--- config.mk ---
export PLATFORM = sky130hd
export DESIGN_NAME = rffc_fifo
export DESIGN_NICKNAME = d
export VERILOG_FILES = /design/src/rffc_pkg.sv /design/src/rffc_fifo.sv
export SDC_FILE = /design/constraint.sdc
export NUM_CORES = 1
export LEC_CHECK = 0
export ABC_AREA = 0
export ABC_CLOCK_PERIOD_IN_PS = 5500
export BUFFER_PORTS_ARGS = -buffer_cell sky130_fd_sc_hd__buf_4
export CORE_ASPECT_RATIO = 1.75
export CORE_UTILIZATION = 40
export CTS_BUF_LIST = sky130_fd_sc_hd__clkbuf_4 sky130_fd_sc_hd__clkbuf_8 sky130_fd_sc_hd__clkbuf_16
export CTS_CLUSTER_DIAMETER = 80
export CTS_CLUSTER_SIZE = 12
export DETAILED_ROUTE_END_ITERATION = 8
export GPL_ROUTABILITY_DRIVEN = 0
export PLACE_DENSITY_LB_ADDON = 0.2
export SKIP_LAST_GASP = 1
export SLEW_MARGIN = 20
export SYNTH_ARGS = -nofsm -noshare
export SYNTH_HDL_FRONTEND = slang
export SYNTH_SLANG_ARGS = --single-unit
--- constraint.sdc ---
create_clock -name CLK -period 5.5 [get_ports CLK]
set_clock_uncertainty 0.2 [all_clocks]
set_input_delay 0.275 -clock CLK [delete_from_list [all_inputs] [get_ports CLK]]
set_output_delay 0.275 -clock CLK [all_outputs]
set_load 0.05 [all_outputs]
--- src/rffc_pkg.sv ---
// Purpose: Shared constants and types for the reader FIFO flow control block
// Assumes: Host register access arrives already decoded from the host interface
// Notes: Fill level fits five bits since the buffer holds at most 24 bytes
package rffc_pkg;
   localparam logic [4:0] ADDR_TXLEN_LO = 5'h1D;
   localparam logic [4:0] ADDR_TXLEN_HI = 5'h1E;
   localparam logic [4:0] ADDR_FIFO = 5'h1F;
   localparam logic [7:0] CMD_RESET_FIFO = 8'h0F;
   localparam int DEPTH = 24;
   localparam int CNT_W = 12;
   localparam logic [4:0] PTR_LAST = 5'h17;
   localparam logic [11:0] LEVEL_FULL = 12'h018;
   localparam logic [11:0] LEVEL_LOW = 12'h006;
   localparam logic [11:0] LEVEL_HIGH = 12'h012;
   localparam logic [11:0] CNT_RST = 12'h000;
   localparam logic [11:0] TXLEN_RST = 12'h000;
   localparam logic [7:0] BYTE_RST = 8'h00;

   typedef struct packed {
      logic wr;
      logic rd;
      logic [4:0] addr;
      logic [7:0] wdata;
   } rffc_host_req_s;

   typedef struct packed {
      logic high_level;
      logic low_level;
      logic overflow;
      logic [4:0] fill;
   } rffc_status_s;
endpackage : rffc_pkg

--- src/rffc_fifo.sv ---
// Purpose: 24-byte FIFO with counters, level requests and transmit length control
// Assumes: Host accesses and command strobes are single-cycle pulses on CLK
// Notes: LINK_CLK comes from the transmit coder; each rising edge takes one byte
//
// How it works
// - Host writes to the data address fill locations 0..23, wrapping to 0.
// - Reset FIFO command clears contents and both pointers before each transmission.
// - Input counter increments once per byte loaded into the FIFO.
// - Output counter increments once per byte removed from the FIFO.
// - Both byte counters are twelve bits and govern data flow.
// - Request raised while fewer than six bytes are held during transmission.
// - Request raised while more than eighteen bytes are held during reception.
// - Bytes passed to transmission never exceed the programmed transmit length.
// - Transmit logic is told when the final byte leaves the FIFO.
// - Status shows the byte count plus three flags.
// - Overflow flag sets when a byte is written into a full FIFO.
// - Low-level flag sets when the level is low during transmission.
// - High-level flag sets when the level is high during reception.
`timescale 1ns/1ns
`default_nettype none
module rffc_fifo (
   input wire logic CLK,
   input wire logic RESETN,
   input wire rffc_pkg::rffc_host_req_s HOST_REQ,
   output logic [7:0] HOST_RDATA,
   input wire logic CMD_STB,
   input wire logic [7:0] CMD_CODE,
   input wire logic TX_ACTIVE,
   input wire logic RX_ACTIVE,
   input wire logic RX_VALID,
   input wire logic [7:0] RX_DATA,
   input wire logic LINK_CLK,
   output logic [7:0] TX_DATA,
   output logic TX_VALID,
   output logic TX_LAST,
   output logic IRQ_LOW,
   output logic IRQ_HIGH,
   output rffc_pkg::rffc_status_s STATUS
);
   function automatic logic [4:0] ptr_next(input logic [4:0] p);
      ptr_next = (p == rffc_pkg::PTR_LAST) ? 5'h00 : p + 5'h01;
   endfunction : ptr_next

   logic [7:0] mem_q [rffc_pkg::DEPTH];
   logic [4:0] wr_ptr_q, rd_ptr_q;
   logic [11:0] in_cnt_q, out_cnt_q, txlen_q;
   logic ove_q, lol_q, hil_q;
   logic lk_s1_q, lk_s2_q, lk_s3_q;
   logic [7:0] buf0_q, buf1_q;
   logic [1:0] bcnt_q;
   logic [7:0] rdata_q;
   logic last_q, irq_lo_q, irq_hi_q;

   // Decoding
   wire fifo_clr = CMD_STB && (CMD_CODE == rffc_pkg::CMD_RESET_FIFO);
   wire hw_fifo = HOST_REQ.wr && (HOST_REQ.addr == rffc_pkg::ADDR_FIFO);
   wire hr_fifo = HOST_REQ.rd && (HOST_REQ.addr == rffc_pkg::ADDR_FIFO);
   wire hw_lo = HOST_REQ.wr && (HOST_REQ.addr == rffc_pkg::ADDR_TXLEN_LO);
   wire hw_hi = HOST_REQ.wr && (HOST_REQ.addr == rffc_pkg::ADDR_TXLEN_HI);
   wire [11:0] level = in_cnt_q - out_cnt_q;
   wire full = (level == rffc_pkg::LEVEL_FULL);
   wire empty = (level == rffc_pkg::CNT_RST);
   wire rx_try = RX_VALID && RX_ACTIVE && !hw_fifo;
   wire push = (hw_fifo || rx_try) && !full;
   wire [7:0] push_data = hw_fifo ? HOST_REQ.wdata : RX_DATA;
   wire pop_host = hr_fifo && !empty;
   wire link_rise = lk_s2_q && !lk_s3_q;
   wire drain = link_rise && (bcnt_q != 2'd0);
   wire buf_in_ready = (bcnt_q != 2'd2) || drain;
   wire tx_allow = (out_cnt_q < txlen_q);
   wire pop_tx = TX_ACTIVE && !empty && !pop_host && buf_in_ready && tx_allow && !fifo_clr;
   wire pop = pop_host || pop_tx;
   wire ove_set = (hw_fifo || rx_try) && full;
   wire lol_set = TX_ACTIVE && (level < rffc_pkg::LEVEL_LOW);
   wire hil_set = RX_ACTIVE && (level > rffc_pkg::LEVEL_HIGH);
   wire last_d = pop_tx && ((out_cnt_q + 12'h001) == txlen_q);
   wire [7:0] rd_mux = hr_fifo ? (empty ? rffc_pkg::BYTE_RST : mem_q[rd_ptr_q]) :
                       (HOST_REQ.addr == rffc_pkg::ADDR_TXLEN_LO) ? txlen_q[7:0] :
                       (HOST_REQ.addr == rffc_pkg::ADDR_TXLEN_HI) ? {4'h0, txlen_q[11:8]} :
                       rffc_pkg::BYTE_RST;

   // Link clock synchroniser
   always_ff @(posedge CLK or negedge RESETN) begin
      if (!RESETN) begin
         lk_s1_q <= 1'b0;
         lk_s2_q <= 1'b0;
         lk_s3_q <= 1'b0;
      end else begin
         lk_s1_q <= LINK_CLK;
         lk_s2_q <= lk_s1_q;
         lk_s3_q <= lk_s2_q;
      end
   end

   // Storage array
   always_ff @(posedge CLK or negedge RESETN) begin
      if (!RESETN) begin
         for (int i = 0; i < rffc_pkg::DEPTH; i++) mem_q[i] <= rffc_pkg::BYTE_RST;
      end else if (fifo_clr) begin
         for (int i = 0; i < rffc_pkg::DEPTH; i++) mem_q[i] <= rffc_pkg::BYTE_RST;
      end else if (push) begin
         mem_q[wr_ptr_q] <= push_data;
      end
   end

   // Pointers and counters
   always_ff @(posedge CLK or negedge RESETN) begin
      if (!RESETN) begin
         wr_ptr_q <= 5'h00;
         rd_ptr_q <= 5'h00;
         in_cnt_q <= rffc_pkg::CNT_RST;
         out_cnt_q <= rffc_pkg::CNT_RST;
      end else if (fifo_clr) begin
         wr_ptr_q <= 5'h00;
         rd_ptr_q <= 5'h00;
         in_cnt_q <= rffc_pkg::CNT_RST;
         out_cnt_q <= rffc_pkg::CNT_RST;
      end else begin
         if (push) begin
            wr_ptr_q <= ptr_next(wr_ptr_q);
            in_cnt_q <= in_cnt_q + 12'h001;
         end
         if (pop) begin
            rd_ptr_q <= ptr_next(rd_ptr_q);
            out_cnt_q <= out_cnt_q + 12'h001;
         end
      end
   end

   // Transmit length, written by the host ahead of the data
   always_ff @(posedge CLK or negedge RESETN) begin
      if (!RESETN) begin
         txlen_q <= rffc_pkg::TXLEN_RST;
      end else begin
         if (hw_lo) txlen_q[7:0] <= HOST_REQ.wdata;
         if (hw_hi) txlen_q[11:8] <= HOST_REQ.wdata[3:0];
      end
   end

   // Sticky flags; a set in the clearing cycle wins
   always_ff @(posedge CLK or negedge RESETN) begin
      if (!RESETN) begin
         ove_q <= 1'b0;
         lol_q <= 1'b0;
         hil_q <= 1'b0;
      end else begin
         ove_q <= ove_set || (ove_q && !fifo_clr);
         lol_q <= lol_set || (lol_q && !fifo_clr);
         hil_q <= hil_set || (hil_q && !fifo_clr);
      end
   end

   // Two-entry buffer toward the transmit coder
   always_ff @(posedge CLK or negedge RESETN) begin
      if (!RESETN) begin
         buf0_q <= rffc_pkg::BYTE_RST;
         buf1_q <= rffc_pkg::BYTE_RST;
         bcnt_q <= 2'd0;
      end else if (fifo_clr) begin
         bcnt_q <= 2'd0;
      end else begin
         case ({pop_tx, drain})
            2'b11: begin
               buf0_q <= (bcnt_q == 2'd1) ? mem_q[rd_ptr_q] : buf1_q;
               buf1_q <= mem_q[rd_ptr_q];
            end
            2'b10: begin
               if (bcnt_q == 2'd0) buf0_q <= mem_q[rd_ptr_q];
               else buf1_q <= mem_q[rd_ptr_q];
               bcnt_q <= bcnt_q + 2'd1;
            end
            2'b01: begin
               buf0_q <= buf1_q;
               bcnt_q <= bcnt_q - 2'd1;
            end
            default: begin
               bcnt_q <= bcnt_q;
            end
         endcase
      end
   end

   // Registered outputs
   always_ff @(posedge CLK or negedge RESETN) begin
      if (!RESETN) begin
         rdata_q <= rffc_pkg::BYTE_RST;
         last_q <= 1'b0;
         irq_lo_q <= 1'b0;
         irq_hi_q <= 1'b0;
      end else begin
         if (HOST_REQ.rd) rdata_q <= rd_mux;
         last_q <= last_d;
         irq_lo_q <= TX_ACTIVE && (level < rffc_pkg::LEVEL_LOW);
         irq_hi_q <= RX_ACTIVE && (level > rffc_pkg::LEVEL_HIGH);
      end
   end

   assign HOST_RDATA = rdata_q;
   assign TX_DATA = buf0_q;
   assign TX_VALID = (bcnt_q != 2'd0);
   assign TX_LAST = last_q;
   assign IRQ_LOW = irq_lo_q;
   assign IRQ_HIGH = irq_hi_q;
   assign STATUS = '{high_level: hil_q, low_level: lol_q, overflow: ove_q,
                     fill: level[4:0]};
endmodule : rffc_fifo
`default_nettype wire

==> results of run 1 <==
## stage by stage
stage / instance area (sq um) / util [%] / hold slack, ns / worst slack (ns) / cells
4_1_cts: 16440 / 44.56 / 0.0003679 / 0.7534 / 1838
3_3_place_gp: 15620 / 42.34 / 0.1345 / 0.9513 / 1796
6_report: 16470 / 44.65 / 0.01202 / 0.7011 / 1839
3_5_place_dp: 15620 / 42.34 / 0.1362 / 0.7796 / 1796
5_1_grt: 16470 / 44.65 / 0.03415 / 0.4109 / 1839
2_1_floorplan: 15010 / - / -0.2206 / 0.3638 / 1352
## cell type report
class / instances / area, sq um / share of cell area, %
multi-input combinational: 924 / 7400 / 44.93
sequential: 273 / 6834 / 41.50
clock buffer: 28 / 683.2 / 4.148
tap: 475 / 594.3 / 3.609
inverter: 45 / 168.9 / 1.026
clock inverter: 1 / 5.005 / 0.03039
timing repair buffer: 93 / 783.3 / 4.756
## worst max-delay path, stage by stage, from the launching register on
cell and delay [ns]:
sky130_fd_sc_hd__dfrtp_1 0.37, sky130_fd_sc_hd__inv_1 0.09, sky130_fd_sc_hd__ha_1 0.25, sky130_fd_sc_hd__fa_1 0.42, sky130_fd_sc_hd__nor2b_1 0.18, sky130_fd_sc_hd__o22ai_1 0.12, sky130_fd_sc_hd__xnor2_1 0.34, sky130_fd_sc_hd__nor3b_1 0.11
sky130_fd_sc_hd__or3b_1 0.26, sky130_fd_sc_hd__or2_2 0.28, sky130_fd_sc_hd__or4b_1 0.56, sky130_fd_sc_hd__inv_1 0.13, sky130_fd_sc_hd__ha_1 0.51, sky130_fd_sc_hd__nor2_1 0.10, sky130_fd_sc_hd__a211oi_1 0.20, sky130_fd_sc_hd__buf_4 0.21
sky130_fd_sc_hd__mux2_2 0.34
## per-layer routing
layer | wire [um] | vias to the layer above
li1 | - | 4788
met1 | 15160 | 5232
met2 | 21490 | 211
met3 | 1040 | 82
met4 | 1778 | 0
met5 | 0 | -
## layout by cell type (no fill, tap or decap), types with 3 or more instances in the layout
cell type,n
sky130_fd_sc_hd__a211oi_1,3
sky130_fd_sc_hd__a21o_1,5
sky130_fd_sc_hd__a21oi_1,47
sky130_fd_sc_hd__a221oi_1,5
sky130_fd_sc_hd__a22oi_1,6
sky130_fd_sc_hd__a31oi_1,6
sky130_fd_sc_hd__and3_1,3
sky130_fd_sc_hd__buf_4,76
sky130_fd_sc_hd__clkbuf_16,27
sky130_fd_sc_hd__dfrtp_1,271
sky130_fd_sc_hd__dlygate4sd3_1,13
sky130_fd_sc_hd__ha_1,37
sky130_fd_sc_hd__inv_1,45
sky130_fd_sc_hd__mux2_2,39
sky130_fd_sc_hd__mux2i_1,211
sky130_fd_sc_hd__mux4_1,18
sky130_fd_sc_hd__mux4_2,37
sky130_fd_sc_hd__nand2_1,236
sky130_fd_sc_hd__nand2b_1,11
sky130_fd_sc_hd__nand3_1,35
sky130_fd_sc_hd__nand4_1,8
sky130_fd_sc_hd__nor2_1,32
sky130_fd_sc_hd__nor2b_1,5
sky130_fd_sc_hd__nor3_1,12
sky130_fd_sc_hd__nor3b_1,3
sky130_fd_sc_hd__o211ai_1,6
sky130_fd_sc_hd__o21a_1,5
sky130_fd_sc_hd__o21ai_0,32
sky130_fd_sc_hd__o21ai_1,5
sky130_fd_sc_hd__o31ai_1,3
sky130_fd_sc_hd__or3_1,34
sky130_fd_sc_hd__or3b_1,3
sky130_fd_sc_hd__or4_1,12
sky130_fd_sc_hd__xnor2_1,21
sky130_fd_sc_hd__xor2_1,7
## what timing repair did
item                                    CTS  global route
endpoints found under the hold margin   109             0
hold buffers                             13             0
setup buffers                             0             0
endpoints found under the setup margin    0             0
## power groups by stage
stage          clock network [mW]  registers, mW  logic, mW
6_report                     1.60           3.06       3.27
5_1_grt                      1.73           3.15       3.55
4_1_cts                      1.66           3.06       3.30
3_5_place_dp                    0           3.10       3.28
3_3_place_gp                    0           3.08       3.22
2_1_floorplan                   0           2.97       2.49
## sequential cells by signal, summed over array words and instances, names as in the netlist, 5 cells and up
signal	count
txlen_q	12
mem_q	192
HOST_RDATA	8
in_cnt_q	12
TX_DATA	8
wr_ptr_q	5
out_cnt_q	12
rd_ptr_q	5
buf1_q	8
## worst paths after layout
kind,from,endpoint,slack [ns]
worst max-delay path,in_cnt_q[0]$_DFFE_PN0P_,buf1_q[7]$_DFFE_PN0P_,0.70
worst min-delay path,HOST_REQ[9],HOST_RDATA[4]$_DFFE_PN0P_,0.01
worst max register to register,in_cnt_q[0]$_DFFE_PN0P_,buf1_q[7]$_DFFE_PN0P_,0.70
worst min register to register,lk_s1_q$_DFF_PN0_,lk_s2_q$_DFF_PN0_,0.15
max in group asynchronous,RESETN,mem_q[118]$_DFFE_PN0P_,3.63
min in group asynchronous,RESETN,mem_q[1]$_DFFE_PN0P_,0.12
## logic make-up after synthesis
family / Yosys count / share of synthesized area, %
simple gates: 410 / 12.50
compound gates: 141 / 5.859
mux: 307 / 25.96
buf+inv: 155 / 5.318
fa+ha+maj: 38 / 3.217
xor+xnor: 28 / 1.634
flops: 273 / 45.51
==> impl_metrics.json, run 1 <==
{
  "finalMaxSlewViolations": 0,
  "fp-row-count": 93,
  "p_sw_share_pct": 38.27,
  "final_min_period_over_clock_period_pct": 87.25,
  "reg2regPathDepth": 16,
  "worst_setup_hold_path_clk_slew_ns": 0.06,
  "fmax_ghz": 0.2084,
  "finalCriticalPeriod_ns": 4.799,
  "netSwitchingPower_mw": 3.037,
  "io-pin-count": 66,
  "post-route-drc-count": 0,
  "ctsResizeCount": 0,
  "grt_most_used_layer": "met2",
  "dieHeight_um": 258.3,
  "final.fill_count": 3442,
  "min-delay-path-class": "in -> reg",
  "post-synth-top-count-cell": "sky130_fd_sc_hd__dfrtp_1",
  "number_of_endpoints_with_negative_hold_slack_in_the_final_report": 0,
  "synth.top_cells.by_count": "sky130_fd_sc_hd__dfrtp_1 (273), sky130_fd_sc_hd__nand2_1 (238), sky130_fd_sc_hd__mux2i_1 (211), sky130_fd_sc_hd__clkbuf_1 (50), sky130_fd_sc_hd__a21oi_1 (47)",
  "first_global_vias": 10700,
  "setup_tns_ns": 0,
  "die_area_sq_um": 38340,
  "number_of_enable_type_register_cells_in_the_synthesized_netlist": 0,
  "syn-cell-area_sq_um": 15010,
  "critPathRequiredTime_ns": 5.72,
  "globalRouteTotalUtil_pct": 21.16,
  "asr_flop_ratio_synth_pct": 100.0,
  "grt_remaining_overflow": 0,
  "share_comb_of_total_power_pct": 41.2,
  "cts.root.buffer_cell": "sky130_fd_sc_hd__clkbuf_16",
  "syn-mean-instance-area_sq_um": 11.10,
  "internal_power_mw": 4.898,
  "yosys_most_used_dff": "sky130_fd_sc_hd__dfrtp_1",
  "worst-setup-path-type": "reg -> reg",
  "grt.met2_usage_pct": 39.91,
  "finalSetupViolCount": 0,
  "core_area_sq_um": 36890,
  "clk_path_buf_depth": 3,
  "antenna_cells_inserted": 0,
  "share_clk_of_total_power_pct": 20.2,
  "synth_top_cell_area_share_pct": 45.51,
  "wl_per_cell_um": 21.46,
  "number_of_levels_the_h_tree_was_split_into": 1,
  "yosysSeqAreaShare_pct": 45.51,
  "global_route_wire_length_before_repair_um": 61770,
  "met3_usage_pct": 1.901,
  "critPathMaxFanout": 14,
  "cts_tree": "built",
  "vdd_ir_drop_max_mv": 0.2674,
  "numCtsBuffers": 26,
  "initial_utilization_pct": 40.70,
  "yosysWarningCount": 0,
  "totalWireLength_um": 39470,
  "yosys.area.top_type": "sky130_fd_sc_hd__dfrtp_1",
  "detail_route.iter0.violations": 374,
  "syn_to_final_growth_pct": 9.702,
  "io_buffer_count": 65,
  "end_kind": "flip-flop",
  "seq_power_share_pct": 38.6,
  "synth_nets": 1428,
  "power_mw": 7.936,
  "netlist_top_cells_area": "sky130_fd_sc_hd__dfrtp_1 (46%), sky130_fd_sc_hd__mux2i_1 (14%), sky130_fd_sc_hd__nand2_1 (6.0%), sky130_fd_sc_hd__mux4_2 (5.6%), sky130_fd_sc_hd__mux4_1 (3.2%)",
  "clk-insertion-delay-late_ns": 0.54,
  "antenna_found_initial": 0,
  "grt_start_max_net_pins": 129,
  "route.antenna.remaining_nets": 0,
  "worst_hold_path.num_cells": 5,
  "leakage_nw": 8.589,
  "synth.distinct_cells": 66,
  "drv_cap": 0,
  "power_density_nw_per_um2": 481.9,
  "rsz0062_at_grt": "false",
  "status": "finished clean",
  "worst_setup_path_start_kind": "flip-flop",
  "layout-drive-gt1-share_pct": 14.81,
  "drtPass1Iterations": 5,
  "via_count": 10310,
  "postSynthCellCount": 1352,
  "worst_slew_margin_rel_pct": 28.26,
  "nNetsFinal": 1439,
  "worst_pin_slew_ns": 1.074,
  "dp_hpwl_um": 27070,
  "clock_sinks": 273,
  "use_met1_pct": 23.59,
  "cp_data_arrival_time_ns": 5.02,
  "ratio_of_routed_vias_to_standard_cells": 5.608,
  "postSynthRegisterBits": 273,
  "die_width_um": 148.4
}
(Power assumes the default switching activity.)
==> run 2: changes to the inputs <==
Settings changed: CTS_BUF_LIST sky130_fd_sc_hd__clkbuf_4 sky130_fd_sc_hd__clkbuf_8 sky130_fd_sc_hd__clkbuf_16 to not set, CTS_CLUSTER_DIAMETER 80 to 120.
==> impl_metrics.json, run 2 (synthesis gave the netlist of run 1 again) <==
{
  "status": "finished clean",
  "number_of_flip_flops_under_the_largest_register_name": 192,
  "hold_path_end": "HOST_RDATA[4]$_DFFE_PN0P_",
  "worst_setup_hold_path_clk_slew_ns": 0.06,
  "clk_path_buf_depth": 3,
  "worstReg2RegStart": "in_cnt_q[0]$_DFFE_PN0P_",
  "reg2regPathDepth": 16,
  "dp_hpwl_um": 27070,
  "die_width_um": 148.4,
  "cts_tree": "built",
  "max_flop_register": "mem_q",
  "cts.root.buffer_cell": "sky130_fd_sc_hd__clkbuf_16",
  "fmax_ghz": 0.2084,
  "sequential_cell_area_sq_um": 6834,
  "clk-insertion-delay-late_ns": 0.54,
  "min-delay-path-class": "in -> reg",
  "numCtsBuffers": 26,
  "finalMaxSlewViolations": 0,
  "end_kind": "flip-flop",
  "antenna_found_initial": 0,
  "first_global_vias": 10700,
  "cp_data_arrival_time_ns": 5.02,
  "worst-setup-path-type": "reg -> reg",
  "power_density_nw_per_um2": 481.7,
  "timing.rr.end": "buf1_q[7]$_DFFE_PN0P_",
  "initial_utilization_pct": 40.70,
  "worst_slew_margin_rel_pct": 28.26,
  "antenna_cells_inserted": 0,
  "worst_pin_slew_ns": 1.074,
  "route.antenna.remaining_nets": 0,
  "clock_sinks": 273,
  "post-place-ws_ns": 0.7796,
  "globalRouteTotalUtil_pct": 21.16,
  "worst_setup_path_start_kind": "flip-flop",
  "post_route_m1_wl_um": 15160,
  "final_min_period_over_clock_period_pct": 87.26,
  "drtPass1Iterations": 5,
  "ctsResizeCount": 0,
  "dp_cells": 1796,
  "reg2reg_slack_ns": 0.70,
  "fp-row-count": 93,
  "hold_path_startpoint": "HOST_REQ[9]",
  "number_of_endpoints_with_negative_hold_slack_in_the_final_report": 0,
  "io-pin-count": 66,
  "multi_input_area_sq_um": 7400,
  "setup_tns_ns": 0,
  "rsz0062_at_grt": "false",
  "drv_cap": 0,
  "layout-drive-gt1-share_pct": 14.74,
  "post-route-worst-setup-slack_ns": 0.7010,
  "finalCriticalPeriod_ns": 4.799,
  "final.fill_count": 3443,
  "power_mw": 7.931,
  "dieHeight_um": 258.3,
  "core_area_sq_um": 36890,
  "number_of_levels_the_h_tree_was_split_into": 1,
  "fin_cells": 1839,
  "detail_route.iter0.violations": 375,
  "setup_fix_bufs_post_cts": 0,
  "top_signal_layer_used": "met4",
  "grt_remaining_overflow": 0,
  "wl_per_cell_um": 21.46,
  "layout_commonest_cell": "sky130_fd_sc_hd__dfrtp_1",
  "totalWireLength_um": 39460,
  "syn_to_final_growth_pct": 9.676,
  "nNetsFinal": 1439,
  "commonest_non_fill_non_tap_cells_in_the_layout": "sky130_fd_sc_hd__dfrtp_1 (271), sky130_fd_sc_hd__nand2_1 (236), sky130_fd_sc_hd__mux2i_1 (211), sky130_fd_sc_hd__buf_4 (76), sky130_fd_sc_hd__a21oi_1 (47)",
  "leakage_nw": 8.586,
  "via_count": 10310,
  "dr_wl_met2_um": 21490,
  "critPathMaxFanout": 14,
  "post-route-drc-count": 0,
  "finalSetupViolCount": 0,
  "die_area_sq_um": 38340,
  "vdd_ir_drop_max_mv": 0.2674,
  "critPathRequiredTime_ns": 5.72,
  "grt_start_max_net_pins": 129,
  "io_buffer_count": 65,
  "global_route_wire_length_before_repair_um": 61770,
  "worst_hold_path.num_cells": 5,
  "detailroute.wirelength.met3_um": 1040,
  "ratio_of_routed_vias_to_standard_cells": 5.608
}
[run 2: cell counts in the layout (fill, tap and decap cells not counted)]
No cell type changed its count.
[run 2: worst max path at each step]
stage                            endpoint  cells after the start                     from  slack [ns]
floorplan           buf1_q[0]$_DFFE_PN0P_                     16  in_cnt_q[0]$_DFFE_PN0P_        0.36
global placement    buf1_q[7]$_DFFE_PN0P_                     16  in_cnt_q[0]$_DFFE_PN0P_        0.95
detailed placement  buf1_q[7]$_DFFE_PN0P_                     16  in_cnt_q[0]$_DFFE_PN0P_        0.78
CTS                 buf1_q[7]$_DFFE_PN0P_                     16  in_cnt_q[0]$_DFFE_PN0P_        0.75
global route        buf1_q[7]$_DFFE_PN0P_                     16  in_cnt_q[0]$_DFFE_PN0P_        0.41
finish              buf1_q[7]$_DFFE_PN0P_                     16  in_cnt_q[0]$_DFFE_PN0P_        0.70
[run 2: routing by layer]
layer	up-vias	track usage, %
met5	-	0
li1	4788	-
met3	82	1.901
met2	211	39.91
met4	0	9.794
met1	5233	23.59
[run 2: area by class of cell]
type / instances / share of cell area [%]
sequential: 273 / 41.51
clock inverter: 1 / 0.03040
timing repair buffer: 93 / 4.757
clock buffer: 28 / 4.126
multi-input combinational: 924 / 44.94
tap: 475 / 3.610
inverter: 45 / 1.026
[run 2: stage by stage]
stage	area (sq um)	hold slack, ns	utilization, %
6_report	16460	0.01210	44.64
2_1_floorplan	15010	-0.2206	-
3_5_place_dp	15620	0.1362	42.34
3_3_place_gp	15620	0.1345	42.34
4_1_cts	16430	0.0003679	44.55
5_1_grt	16460	0.03415	44.64
[run 2: power by group]
part	total, mW	internal, mW	switching [mW]
sequential	3.06	2.58	0.482
clock	1.60	0.861	0.735
combinational	3.27	1.45	1.82
total	7.93	4.89	3.04
[run 2: repair_timing]
| item | in CTS | in global routing |
|---|---|---|
| hold endpoints to repair | 109 | 0 |
| endpoints found under the setup margin | 0 | 0 |
| hold buffers | 13 | 0 |
[run 2: worst max-delay path, cell delays in order (launching register included)]
cell                       delay (ns)
sky130_fd_sc_hd__dfrtp_1         0.37
sky130_fd_sc_hd__inv_1           0.09
sky130_fd_sc_hd__ha_1            0.25
sky130_fd_sc_hd__fa_1            0.42
sky130_fd_sc_hd__nor2b_1         0.18
sky130_fd_sc_hd__o22ai_1         0.12
sky130_fd_sc_hd__xnor2_1         0.34
sky130_fd_sc_hd__nor3b_1         0.11
sky130_fd_sc_hd__or3b_1          0.26
sky130_fd_sc_hd__or2_2           0.28
sky130_fd_sc_hd__or4b_1          0.56
sky130_fd_sc_hd__inv_1           0.13
sky130_fd_sc_hd__ha_1            0.51
sky130_fd_sc_hd__nor2_1          0.10
sky130_fd_sc_hd__a211oi_1        0.20
sky130_fd_sc_hd__buf_4           0.21
sky130_fd_sc_hd__mux2_2          0.34
==> run 3: changes to the inputs <==
Settings changed: CORE_ASPECT_RATIO 1.75 to 1.2.
==> impl_metrics.json, run 3 (synthesis gave the netlist of run 1 again) <==
{
  "route.antenna.remaining_nets": 0,
  "initial_utilization_pct": 40.68,
  "ratio_of_routed_vias_to_standard_cells": 5.532,
  "share_clk_of_total_power_pct": 20.1,
  "post_cts_hold_buffers": 15,
  "min-delay-path-class": "in -> reg",
  "power_mw": 7.861,
  "seq_power_share_pct": 38.9,
  "finalMaxSlewViolations": 0,
  "io-pin-count": 66,
  "dieHeight_um": 214.2,
  "worstReg2RegStart": "in_cnt_q[0]$_DFFE_PN0P_",
  "first_global_vias": 10500,
  "clock_sinks": 273,
  "post-route-drc-count": 0,
  "final_min_period_over_clock_period_pct": 85.74,
  "worst-setup-path-type": "reg -> reg",
  "fin_cells": 1837,
  "cp_data_arrival_time_ns": 4.95,
  "cts_tree": "built",
  "worst_slew_margin_rel_pct": 26.55,
  "critical_path.top_delay_family": "simple AND/OR/NAND/NOR gates",
  "worstPathBufferInverterCount": 3,
  "fmax_ghz": 0.2121,
  "setup_tns_ns": 0,
  "global_route_wire_length_before_repair_um": 60280,
  "netSwitchingPower_mw": 3.008,
  "drv_cap": 0,
  "finalCriticalPeriod_ns": 4.716,
  "layout-drive-gt1-share_pct": 14.45,
  "fp-row-count": 77,
  "number_of_levels_the_h_tree_was_split_into": 1,
  "commonest_non_fill_non_tap_cells_in_the_layout": "sky130_fd_sc_hd__dfrtp_1 (271), sky130_fd_sc_hd__nand2_1 (237), sky130_fd_sc_hd__mux2i_1 (211), sky130_fd_sc_hd__buf_4 (75), sky130_fd_sc_hd__a21oi_1 (47)",
  "internal_power_mw": 4.853,
  "power_density_nw_per_um2": 478.6,
  "wl_per_cell_um": 20.33,
  "grt_start_max_net_pins": 115,
  "worst_setup_hold_path_clk_slew_ns": 0.07,
  "totalWireLength_um": 37350,
  "globalRouteTotalUtil_pct": 20.09,
  "core_area_sq_um": 36900,
  "rsz0062_at_grt": "false",
  "critPathMaxFanout": 14,
  "timing.critical_path.slowest_cell_delay_ns": 0.57,
  "share_comb_of_total_power_pct": 40.9,
  "layout.cell_area.non_filler_sq_um": 16420,
  "post-route-worst-setup-slack_ns": 0.7845,
  "numCtsBuffers": 26,
  "end_kind": "flip-flop",
  "clk-insertion-delay-late_ns": 0.54,
  "nNetsFinal": 1438,
  "p_sw_share_pct": 38.26,
  "worst_pin_slew_ns": 1.099,
  "setup_fix_bufs_post_cts": 0,
  "postPlaceCellArea_sq_um": 15590,
  "die_area_sq_um": 38310,
  "crit_slowest_cell": "sky130_fd_sc_hd__or4b_1",
  "syn_to_final_growth_pct": 9.410,
  "clk_path_buf_depth": 3,
  "finalSetupViolCount": 0,
  "status": "finished clean",
  "number_of_endpoints_with_negative_hold_slack_in_the_final_report": 0,
  "layout_commonest_cell": "sky130_fd_sc_hd__dfrtp_1",
  "drtPass1Iterations": 4,
  "detail_route.iter0.violations": 755,
  "antenna_found_initial": 0,
  "max_flop_register": "mem_q",
  "dp_hpwl_um": 24900,
  "worst_setup_path_start_kind": "flip-flop",
  "via_count": 10160,
  "grt_remaining_overflow": 0,
  "io_buffer_count": 65,
  "critPathRequiredTime_ns": 5.73,
  "worst_setup_path_startpoint": "in_cnt_q[0]$_DFFE_PN0P_",
  "crit_chain": "inv_1 -> ha_1 -> fa_1 -> nor2b_1 -> o22ai_1 -> xnor2_1 -> nor3b_1 -> or3b_1 -> or2_2 -> or4b_1 -> inv_1 -> ha_1 -> nor2_1 -> a211oi_1 -> buf_4 -> mux2_2",
  "dp_cells": 1793,
  "antenna_cells_inserted": 0,
  "cts.root.buffer_cell": "sky130_fd_sc_hd__clkbuf_16",
  "post-place-ws_ns": 0.7932,
  "ctsResizeCount": 0,
  "vdd_ir_drop_max_mv": 0.5392,
  "leakage_nw": 8.563,
  "number_of_flip_flops_under_the_largest_register_name": 192,
  "die_width_um": 178.8,
  "hold_path_startpoint": "HOST_REQ[14]"
}
[run 3: worst min-delay path, delay by kind of cell]
family                 cells  cell delay, ns
and+or+nand+nor            1            0.27
buffers and inverters      1            0.10
AOI/OAI and AO/OA          1            0.11
[run 3: cell type report]
type	instances	area (sq um)
Fill cell	3432	20470
Multi-Input combinational cell	924	7405
Sequential cell	273	6834
Timing Repair Buffer	92	748.2
Clock buffer	27	654.4
Tap cell	474	593.1
Inverter	45	168.9
Clock inverter	2	21.27
[run 3: path summary, 6_finish.rpt]
kind                       slack (ns)  cells after the start                       to
setup / recovery                 0.78                     16    buf1_q[3]$_DFFE_PN0P_
hold / removal                   0.05                      3  txlen_q[11]$_DFFE_PN0P_
setup reg to reg                 0.78                     16    buf1_q[3]$_DFFE_PN0P_
hold reg to reg                  0.16                      0        lk_s2_q$_DFF_PN0_
max in group asynchronous        3.74                      3   TX_DATA[1]$_DFFE_PN0P_
min in group asynchronous        0.14                      2       IRQ_HIGH$_DFF_PN0_
[run 3: power by group through the flow]
| stage | sequential [mW] | clock (mW) | combinational [mW] |
|---|---|---|---|
| 6_report | 3.06 | 1.58 | 3.22 |
| 5_1_grt | 3.14 | 1.71 | 3.54 |
| 4_1_cts | 3.06 | 1.63 | 3.24 |
| 3_5_place_dp | 3.09 | 0 | 3.22 |
| 3_3_place_gp | 3.07 | 0 | 3.16 |
| 2_1_floorplan | 2.97 | 0 | 2.49 |
[run 3: through the flow]
stage / hold WS [ns] / util (%)
4_1_cts: 0.03101 / 44.48
3_3_place_gp: 0.1494 / 42.25
6_report: 0.05430 / 44.51
2_1_floorplan: -0.2206 / -
5_1_grt: 0.06174 / 44.51
3_5_place_dp: 0.1418 / 42.25
[run 3: metal layers]
layer  wire [um]  vias to the layer above  track usage [%]  part of all wire [%]
li1            -                     4792                -                     -
met1       17190                     5157            27.92                    46
met2       18140                      162            33.36                    49
met3        1147                       51            1.844                   3.1
met4         875                        0            5.367                   2.3
met5           0                        -                0                     0
